File: config.mk
export PLATFORM = sky130hd
export DESIGN_NAME = record_framer
export DESIGN_NICKNAME = d
export VERILOG_FILES = /design/src/shared/record_pkg.sv /design/src/record_framer.sv
export SDC_FILE = /design/constraint.sdc
export NUM_CORES = 2
export LEC_CHECK = 0
export ABC_AREA = 0
export BUFFER_PORTS_ARGS = -buffer_cell sky130_fd_sc_hd__buf_2
export CORE_MARGIN = 5
export CORE_UTILIZATION = 50
export CTS_BUF_LIST = sky130_fd_sc_hd__clkbuf_8
export CTS_CLUSTER_DIAMETER = 100
export DETAILED_ROUTE_END_ITERATION = 10
export PLACE_DENSITY = 0.65
export SYNTH_ARGS = -nofsm -noshare
export SYNTH_HDL_FRONTEND = slang
export SYNTH_SLANG_ARGS = --single-unit
File: constraint.sdc
create_clock -name clk -period 5.25 [get_ports clk]
set_clock_uncertainty 0.1 [all_clocks]
set_input_delay 0.2625 -clock clk [delete_from_list [all_inputs] [get_ports clk]]
set_output_delay 0.2625 -clock clk [all_outputs]
set_load 0.01 [all_outputs]
File: src/shared/record_pkg.sv
// Shared constants and carrier types for the printer result record framer.
// Assumes one 25 MHz clock domain and an AXI4-Lite register slave.
package record_pkg;
	// Register byte offsets
	localparam logic [7:0] CTRL_OFS    = 8'h00; // Start, policy, device select
	localparam logic [7:0] STATUS_OFS  = 8'h04; // Sticky events, w1c
	localparam logic [7:0] MASK_OFS    = 8'h08; // Interrupt mask
	localparam logic [7:0] FIELD_OFS   = 8'h0c; // Field index select
	localparam logic [7:0] WORD0_OFS   = 8'h10; // Field chars 0..3
	localparam logic [7:0] WORD1_OFS   = 8'h14; // Field chars 4..7
	localparam logic [7:0] WORD2_OFS   = 8'h18; // Field chars 8..11
	localparam logic [7:0] WORD3_OFS   = 8'h1c; // Field chars 12..15
	localparam logic [7:0] MARK_OFS    = 8'h20; // Per-field NG marks
	localparam logic [7:0] STATE_OFS   = 8'h24; // Live state readback
	// Control bit positions
	localparam int CTRL_START   = 0; // Write 1 to send a record
	localparam int CTRL_CLR1    = 1; // Single-OK count increment applied
	localparam int CTRL_CLRALL  = 2; // Forced count clear executed
	localparam int CTRL_PCSEL   = 3; // Serial device select: 1 = PC
	// Status bit positions
	localparam int ST_DONE  = 0; // Record finished
	localparam int ST_ALARM = 1; // Printer readiness alarm
	localparam logic [1:0] STATUS_RST = 2'h0;
	// Record layout
	localparam int NFIELDS   = 22;
	localparam int MAXW      = 16;
	localparam int PCT_LAST  = 3;  // Field just past the last current monitor field (2)
	// Judgment letters, NG suffix letters, zero and pad space
	localparam logic [7:0] CH_C = 8'h43;
	localparam logic [7:0] CH_A = 8'h41;
	localparam logic [7:0] CH_H = 8'h48;
	localparam logic [7:0] CH_L = 8'h4c;
	localparam logic [7:0] CH_0 = 8'h30;
	localparam logic [7:0] CH_SP = 8'h20;
	// Marks per field
	typedef enum logic [1:0] {
		MARK_NONE = 2'b00,
		MARK_HIGH = 2'b01,
		MARK_LOW  = 2'b10
	} mark_type;
	// Character stream output
	typedef struct packed {
		logic       valid;
		logic [7:0] data;
		logic       judge; // Marks the judgment character
	} char_type;
endpackage : record_pkg

File: src/record_framer.sv
// Result record framer: fixed-width ASCII fields to a serial printer.
// Assumes a UART downstream that takes one character per char_ready.
`timescale 1ns/1ns
module record_framer (
	input  wire logic               clk,
	input  wire logic               rst_n,
	input  wire logic [7:0]         s_axi_awaddr,
	input  wire logic               s_axi_awvalid,
	output logic                    s_axi_awready,
	input  wire logic [31:0]        s_axi_wdata,
	input  wire logic [3:0]         s_axi_wstrb,
	input  wire logic               s_axi_wvalid,
	output logic                    s_axi_wready,
	output logic [1:0]              s_axi_bresp,
	output logic                    s_axi_bvalid,
	input  wire logic               s_axi_bready,
	input  wire logic [7:0]         s_axi_araddr,
	input  wire logic               s_axi_arvalid,
	output logic                    s_axi_arready,
	output logic [31:0]             s_axi_rdata,
	output logic [1:0]              s_axi_rresp,
	output logic                    s_axi_rvalid,
	input  wire logic               s_axi_rready,
	input  wire logic               carrier_detect,
	input  wire logic               set_ready,
	output record_pkg::char_type    char_out,
	input  wire logic               char_ready,
	output logic                    alarm_lamp,
	output logic                    print_fault,
	output logic                    irq
);
	import record_pkg::*;

	// Field widths in listed order; the judgment char is field 0.
	function automatic logic [4:0] field_width(input logic [4:0] f);
		case (f)
			5'd0: field_width = 5'd2;            // Judgment
			5'd1, 5'd2: field_width = 5'd8;      // Current monitors
			5'd19: field_width = 5'd16;          // Tool type
			5'd20: field_width = 5'd8;           // Error number
			default: field_width = 5'd10;
		endcase
	endfunction : field_width

	// Fields forced to zero by a count clear: measured values only
	function automatic logic is_measured(input logic [4:0] f);
		is_measured = (f == 5'd1) || (f == 5'd2);
	endfunction : is_measured

	typedef enum logic [1:0] {
		IDLE  = 2'b00,
		CHECK = 2'b01,
		SEND  = 2'b10
	} state_type;

	// Field text store, up to 16 chars per field
	logic [7:0]  text_mem [NFIELDS][MAXW];
	logic [1:0]  mark_reg [NFIELDS];
	logic [4:0]  sel_reg, sel_next;           // Field index for writes
	logic [3:0]  ctrl_reg, ctrl_next;         // Policy and device bits
	logic [1:0]  status_reg, status_next;     // Sticky events
	logic [1:0]  mask_reg, mask_next;         // Interrupt mask
	state_type   state_reg, state_next;
	logic [4:0]  fld_reg, fld_next;           // Field being sent
	logic [4:0]  pos_reg, pos_next;           // Char within field
	logic        lamp_reg, lamp_next;
	char_type    out_reg, out_next;
	// Bus handshake state
	logic        aw_hold_reg, aw_hold_next;
	logic [7:0]  aw_addr_reg, aw_addr_next;
	logic        w_hold_reg, w_hold_next;
	logic [31:0] w_data_reg, w_data_next;
	logic        bvalid_reg, bvalid_next;
	logic [1:0]  bresp_reg, bresp_next;
	logic        rvalid_reg, rvalid_next;
	logic [31:0] rdata_reg, rdata_next;
	logic [1:0]  rresp_reg, rresp_next;
	logic        wr_go;                       // Both halves present
	logic        start_pulse;
	logic        done_evt;
	logic        alarm_evt;
	logic [7:0]  cur_char;
	logic [4:0]  cur_w;

	assign s_axi_awready = !aw_hold_reg && !bvalid_reg;
	assign s_axi_wready  = !w_hold_reg && !bvalid_reg;
	assign s_axi_bvalid  = bvalid_reg;
	assign s_axi_bresp   = bresp_reg;
	assign s_axi_arready = !rvalid_reg;
	assign s_axi_rvalid  = rvalid_reg;
	assign s_axi_rdata   = rdata_reg;
	assign s_axi_rresp   = rresp_reg;
	assign wr_go = aw_hold_reg && w_hold_reg && !bvalid_reg;
	assign start_pulse = wr_go && (aw_addr_reg == CTRL_OFS)
		&& w_data_reg[CTRL_START];

	// Bus slave next state: address and data latched in either order
	always_comb begin
		aw_hold_next = aw_hold_reg;
		aw_addr_next = aw_addr_reg;
		w_hold_next  = w_hold_reg;
		w_data_next  = w_data_reg;
		bvalid_next  = bvalid_reg;
		bresp_next   = bresp_reg;
		rvalid_next  = rvalid_reg;
		rdata_next   = rdata_reg;
		rresp_next   = rresp_reg;
		if (s_axi_awvalid && s_axi_awready) begin
			aw_hold_next = 1'b1;
			aw_addr_next = s_axi_awaddr;
		end
		if (s_axi_wvalid && s_axi_wready) begin
			w_hold_next = 1'b1;
			w_data_next = s_axi_wdata;
		end
		if (wr_go) begin
			aw_hold_next = 1'b0;
			w_hold_next  = 1'b0;
			bvalid_next  = 1'b1;
			// Offsets above MARK_OFS answer SLVERR, STATE_OFS included
			bresp_next = (aw_addr_reg > MARK_OFS) ? 2'b10 : 2'b00;
		end else if (bvalid_reg && s_axi_bready) begin
			bvalid_next = 1'b0;
		end
		if (s_axi_arvalid && s_axi_arready) begin
			rvalid_next = 1'b1;
			rresp_next  = 2'b00;
			case (s_axi_araddr)
				CTRL_OFS:   rdata_next = {28'h0, ctrl_reg};
				STATUS_OFS: rdata_next = {30'h0, status_reg};
				MASK_OFS:   rdata_next = {30'h0, mask_reg};
				FIELD_OFS:  rdata_next = {27'h0, sel_reg};
				MARK_OFS:   rdata_next = {30'h0, mark_reg[sel_reg]};
				STATE_OFS:  rdata_next = {8'h0, 3'h0, pos_reg,
					3'h0, fld_reg, 6'h0, state_reg};
				default: begin
					rdata_next = 32'h0;
					rresp_next = 2'b10;
				end
			endcase
		end else if (rvalid_reg && s_axi_rready) begin
			rvalid_next = 1'b0;
		end
	end

	// Control, status and mask next values; event set beats w1c clear
	always_comb begin
		ctrl_next   = ctrl_reg;
		mask_next   = mask_reg;
		sel_next    = sel_reg;
		status_next = status_reg;
		if (wr_go) begin
			case (aw_addr_reg)
				CTRL_OFS:   ctrl_next = w_data_reg[3:0] & 4'he;
				MASK_OFS:   mask_next = w_data_reg[1:0];
				FIELD_OFS:  sel_next  = w_data_reg[4:0];
				STATUS_OFS: status_next = status_reg & ~w_data_reg[1:0];
				default: ;
			endcase
		end
		if (done_evt)
			status_next[ST_DONE] = 1'b1;
		if (alarm_evt)
			status_next[ST_ALARM] = 1'b1;
	end

	// Character chosen for the current field and position
	always_comb begin
		cur_w    = field_width(fld_reg);
		cur_char = text_mem[fld_reg][pos_reg[3:0]];
		if (fld_reg == 5'd0 && pos_reg == 5'd0) begin
			if (ctrl_reg[CTRL_CLRALL])
				cur_char = CH_A;
			else if (ctrl_reg[CTRL_CLR1])
				cur_char = CH_C;
		end else if ((ctrl_reg[CTRL_CLR1] || ctrl_reg[CTRL_CLRALL])
			&& is_measured(fld_reg) && pos_reg == 5'd0) begin
			cur_char = CH_0;
		end else if ((ctrl_reg[CTRL_CLR1] || ctrl_reg[CTRL_CLRALL])
			&& is_measured(fld_reg)) begin
			cur_char = CH_SP; // Zeroed value carries no NG suffix
		end else if (pos_reg == cur_w - 5'd1) begin
			// Last slot carries the NG suffix or a pad space
			case (mark_reg[fld_reg])
				MARK_HIGH: cur_char = CH_H;
				MARK_LOW:  cur_char = CH_L;
				default:   cur_char = CH_SP;
			endcase
		end
	end

	// Sequencer: check readiness, then walk fields in order
	always_comb begin
		state_next = state_reg;
		fld_next   = fld_reg;
		pos_next   = pos_reg;
		lamp_next  = lamp_reg;
		out_next   = out_reg;
		done_evt   = 1'b0;
		alarm_evt  = 1'b0;
		if (out_reg.valid && char_ready)
			out_next.valid = 1'b0;
		case (state_reg)
			IDLE: begin
				if (start_pulse) begin
					state_next = CHECK;
					fld_next   = 5'd0;
					pos_next   = 5'd0;
				end
			end
			CHECK: begin
				// PC selection skips the printer check, still ASCII
				if (!ctrl_reg[CTRL_PCSEL]
					&& (!carrier_detect || !set_ready)) begin
					lamp_next = 1'b1;
					alarm_evt = 1'b1;
				end else begin
					lamp_next = 1'b0;
				end
				state_next = SEND;
			end
			SEND: begin
				if (!out_reg.valid || char_ready) begin
					out_next.valid = 1'b1;
					out_next.data  = cur_char;
					out_next.judge = (fld_reg == 5'd0) && (pos_reg == 5'd0);
					if (pos_reg == cur_w - 5'd1) begin
						pos_next = 5'd0;
						if (fld_reg == 5'(NFIELDS - 1)) begin
							state_next = IDLE;
							done_evt   = 1'b1;
						end else begin
							fld_next = fld_reg + 5'd1;
						end
					end else begin
						pos_next = pos_reg + 5'd1;
					end
				end
			end
			default: state_next = IDLE;
		endcase
	end

	// Field text and mark store, written from the bus
	always_ff @(posedge clk) begin
		if (wr_go && aw_addr_reg >= WORD0_OFS
			&& aw_addr_reg <= WORD3_OFS && sel_reg < 5'(NFIELDS)) begin
			for (int b = 0; b < 4; b++) begin
				if (s_axi_wstrb[b] || 1'b1)
					text_mem[sel_reg][{aw_addr_reg[3:2], 2'(b)}]
						<= w_data_reg[8*b +: 8];
			end
		end
		if (wr_go && aw_addr_reg == MARK_OFS && sel_reg < 5'(NFIELDS))
			mark_reg[sel_reg] <= w_data_reg[1:0];
	end

	// State registers
	always_ff @(posedge clk or negedge rst_n) begin
		if (!rst_n) begin
			state_reg   <= IDLE;
			fld_reg     <= 5'd0;
			pos_reg     <= 5'd0;
			lamp_reg    <= 1'b0;
			out_reg     <= '0;
			ctrl_reg    <= 4'h0;
			status_reg  <= STATUS_RST;
			mask_reg    <= 2'h0;
			sel_reg     <= 5'd0;
			aw_hold_reg <= 1'b0;
			aw_addr_reg <= 8'h00;
			w_hold_reg  <= 1'b0;
			w_data_reg  <= 32'h0;
			bvalid_reg  <= 1'b0;
			bresp_reg   <= 2'b00;
			rvalid_reg  <= 1'b0;
			rdata_reg   <= 32'h0;
			rresp_reg   <= 2'b00;
		end else begin
			state_reg   <= state_next;
			fld_reg     <= fld_next;
			pos_reg     <= pos_next;
			lamp_reg    <= lamp_next;
			out_reg     <= out_next;
			ctrl_reg    <= ctrl_next;
			status_reg  <= status_next;
			mask_reg    <= mask_next;
			sel_reg     <= sel_next;
			aw_hold_reg <= aw_hold_next;
			aw_addr_reg <= aw_addr_next;
			w_hold_reg  <= w_hold_next;
			w_data_reg  <= w_data_next;
			bvalid_reg  <= bvalid_next;
			bresp_reg   <= bresp_next;
			rvalid_reg  <= rvalid_next;
			rdata_reg   <= rdata_next;
			rresp_reg   <= rresp_next;
		end
	end

	assign char_out    = out_reg;
	assign alarm_lamp  = lamp_reg;
	assign print_fault = lamp_reg;
	assign irq         = |(status_reg & mask_reg);
endmodule : record_framer
==> impl_metrics.csv <==
group,metric,value,unit
synth,yosysMostFrequentCell,"edfxtp_1",
outcome,violations,"max-capacitance violations, max-slew violations",
layout,multi_input_comb_area,26600,um2
detailed_routing,finalWirelength,339,mm
pwr,clock_power_share,27.4,%
pwr,p_switching,20500,uW
die,fp.dieW,492,um
detailed_routing,drtIter0Drc,8712,
pwr,p_leak,0.0420,uW
cts,root_buffer,"clkbuf_8",
job,drv_cap,1,
die,core_area,232000,um2
synth,ys.flop_type,"edfxtp_1",
cts,clock_latency,1.14,ns
global_routing,antenna_found_initial,25,
placement,globalplace.congestion,0.967,
synth,synth_seq_cells,2956,
layout,stdcell_count,9800,
synth,async_flop_share,3.25,%
synth,syn_avg_cell_area,20.5,um2
outcome,run_status,"finished, violations left",
pwr,power.density,495,nW/um2
pwr,intPower,44800,uW
cts,cts_buffer_depth,4,
placement,dp_cells,8788,
die,initial_core_util,50.1,%
placement,hpwlAfterDp,194,mm
worst_setup_path,crit_buf_inv,0,
die,num_io_pins,116,
synth,ys_seq_area_share,76.0,%
worst_setup_path,critical_path.top_delay_family,"simple AND/OR/NAND/NOR gates",
global_routing,track_usage,27.8,%
worst_setup_path,critPathKind,"flop to flop",
layout,fin_nets,6441,
timing,post-route-period-util,90.0,%
die,rows,177,
timing,finalCriticalPeriod,4.72,ns
placement,post-place-ws,0.873,ns
synth,netlist_top_cells_count,"edfxtp_1, mux4_2, nand2_1, nor2_1, mux2i_1",
global_routing,grt_first_pass_wirelength,477,mm
layout,stdcell_area,132000,um2
detailed_routing,dr.pass1.iters,8,
timing,hold_violations,0,
cts,cts_setup_buffers,0,
synth,syn_area,116000,um2
cts,clock-sinks,2956,
synth,synth.distinct_cells,90,
layout,n_fill_cell,17000,
pwr,power,65300,uW
detailed_routing,wl_per_cell,34.5,um
min_path,hold_path.class,"input port to async pin",
worst_setup_path,cpPeakStageDelay,1.30,ns
layout,synthToLayoutAreaGrowth,13.6,%
synth,yosysTopAreaCellShare,73.9,%
global_routing,grt_pass1_vias,62900,
detailed_routing,ant_nets,0,
die,die_h,492,um
global_routing,grt_max_degree,72,
global_routing,overflow,0,
detailed_routing,drc,0,
timing,slew_headroom,-4.89,%
cts,worst_setup_hold_path_clk_slew,0.08,ns
synth,synth_area_leaders,"edfxtp_1, mux4_2, dfrtp_1",
synth,yosysTopAreaCell,"edfxtp_1",
timing,drv_slew,7,
timing,setup_violations,0,
timing,max_freq,212,MHz
layout,regArea,88300,um2
layout,drive_gt1_share,28.1,%
placement,port_buffers,92,
synth,netlist_instances,5679,
pwr,p_seq_share,48.6,%
detailed_routing,via_per_inst,6.48,
placement,dpl_cell_area,122000,um2
timing,rsz0062_at_grt,"no",
pwr,switching_share,31.5,%
timing,worst_pin_slew,1.57,ns
worst_setup_path,crit_fanout,13,
cts,cts_tree,"built",
worst_setup_path,critPathRequiredTime,6.17,ns
timing,setup_slack,0.526,ns
die,die_area,242000,um2
synth,yosysWarnings,0,
layout,largest_reg_flops,2816,
cts,numCtsBuffers,470,
worst_setup_path,path_cells,"nor2b_1 -> nand2_1 -> o31ai_1 -> or4_1 -> a211oi_1 -> a31o_2 -> a221oi_2",
detailed_routing,via_count,63500,
worst_setup_path,endpoint_kind,"flop",
synth,synth-edff-count,2860,
pwr,combPwrFrac,24.0,%
pwr,vdd_drop_max,0.000313,V
cts,htreeDepth,5,
worst_setup_path,startpoint_type,"flop",
worst_setup_path,slowest_stage,"nor2b_1",
worst_setup_path,arrival,5.65,ns
timing,fin_setup_tns,0,ns
==> metrics by stage <==
step / hold WS [ns] / util [%]
after floorplan: -0.133 / -
final: 0.117 / 56.9
after global routing: 0.111 / 56.9
after global placement: 0.249 / 52.6
after CTS: 0.00569 / 56.9
after detailed placement: 0.258 / 52.6
==> cell usage in the layout, fill, tap and decap left out, types with 11 or more instances in the layout <==
master,count
bufinv_16,13
nor2_1,124
o22ai_1,57
mux2i_1,211
o211ai_1,21
a221oi_1,21
nand4_1,14
nand2_1,439
o221ai_1,22
a211oi_1,38
clkbuf_8,477
buf_2,91
conb_1,19
a211o_1,11
edfxtp_1,2860
dlygate4sd3_1,154
nor4_1,17
nor3_1,32
dfrtp_4,14
a22oi_1,22
and2_1,11
nor2b_1,15
a21oi_1,78
nand3_1,41
o31ai_1,15
dfrtp_1,81
clkinv_2,69
mux2_2,105
a22o_1,18
nor2_4,90
o21ai_0,91
buf_12,37
diode_2,24
inv_1,151
clkinv_1,130
mux4_2,677
buf_4,267
a31oi_1,23
==> worst paths after layout <==
check / end / start / cells after the start / slack, ns
min in group clk: state_reg[1]$_DFFE_PN0P_ / char_ready / 5 / 0.12
max in group asynchronous: w_data_reg[5]$_DFFE_PN0P_ / rst_n / 4 / 4.33
worst min register to register: s_axi_bresp[1]$_DFFE_PN0P_ / s_axi_bresp[1]$_DFFE_PN0P_ / 2 / 0.40
worst max-delay path: char_out[4]$_DFFE_PN0P_ / pos_reg[2]$_DFFE_PN0P_ / 7 / 0.53
worst max register to register: char_out[4]$_DFFE_PN0P_ / pos_reg[2]$_DFFE_PN0P_ / 7 / 0.53
worst min-delay path: alarm_lamp$_DFFE_PN0P_ / rst_n / 4 / 0.12
==> routing by layer <==
metal	wire length, um	global-route usage (%)	up-vias
li1	-	-	24900
met1	127000	38.5	33600
met2	156000	42.1	4081
met3	37100	6.66	868
met4	18100	13.8	12
met5	96	0	-
==> cell families after synthesis <==
family	Yosys count	share of synthesized area (%)
muxes	993	16.0
xor gates and xnor gates	3	0.0226
adders and majority gates	7	0.0754
other	1	0.00323
and+or+nand+nor	861	3.23
AOI/OAI and AO/OA	493	2.93
buffers and inverters	365	1.79
DFF	2956	76.0
==> power groups by stage <==
| stage | sequential (uW) | clock (uW) | combinational [uW] |
|---|---|---|---|
| floorplan | 30900 | 0 | 10100 |
| global placement | 32000 | 0 | 14900 |
| detailed placement | 32100 | 0 | 15200 |
| CTS | 31600 | 18100 | 15600 |
| global route | 31600 | 19300 | 16600 |
| finish | 31700 | 17900 | 15700 |
==> timing repair <==
action / CTS / global route
endpoints found under the hold margin: 174 / 0
hold buffers: 155 / 0
gates resized for setup: 0 / 0
endpoints found under the setup margin: 0 / 0
==> area by class of cell <==
cell class / instances / share of cell area [%]
Antenna cell: 24 / 0.0455
Sequential cell: 2956 / 66.9
Clock inverter: 356 / 1.36
Clock buffer: 477 / 4.97
Tap cell: 3043 / 2.88
Timing Repair Buffer: 550 / 3.61
Inverter: 18 / 0.0597
Multi-Input combinational cell: 2376 / 20.1
==> worst register-to-register path, delay by kind of cell (launching register included) <==
family / cells / cell delay (ns)
DFF: 1 / 1.05
and+or+nand+nor: 3 / 2.40
AOI/OAI and AO/OA: 4 / 1.08
(Power assumes the default switching activity.)
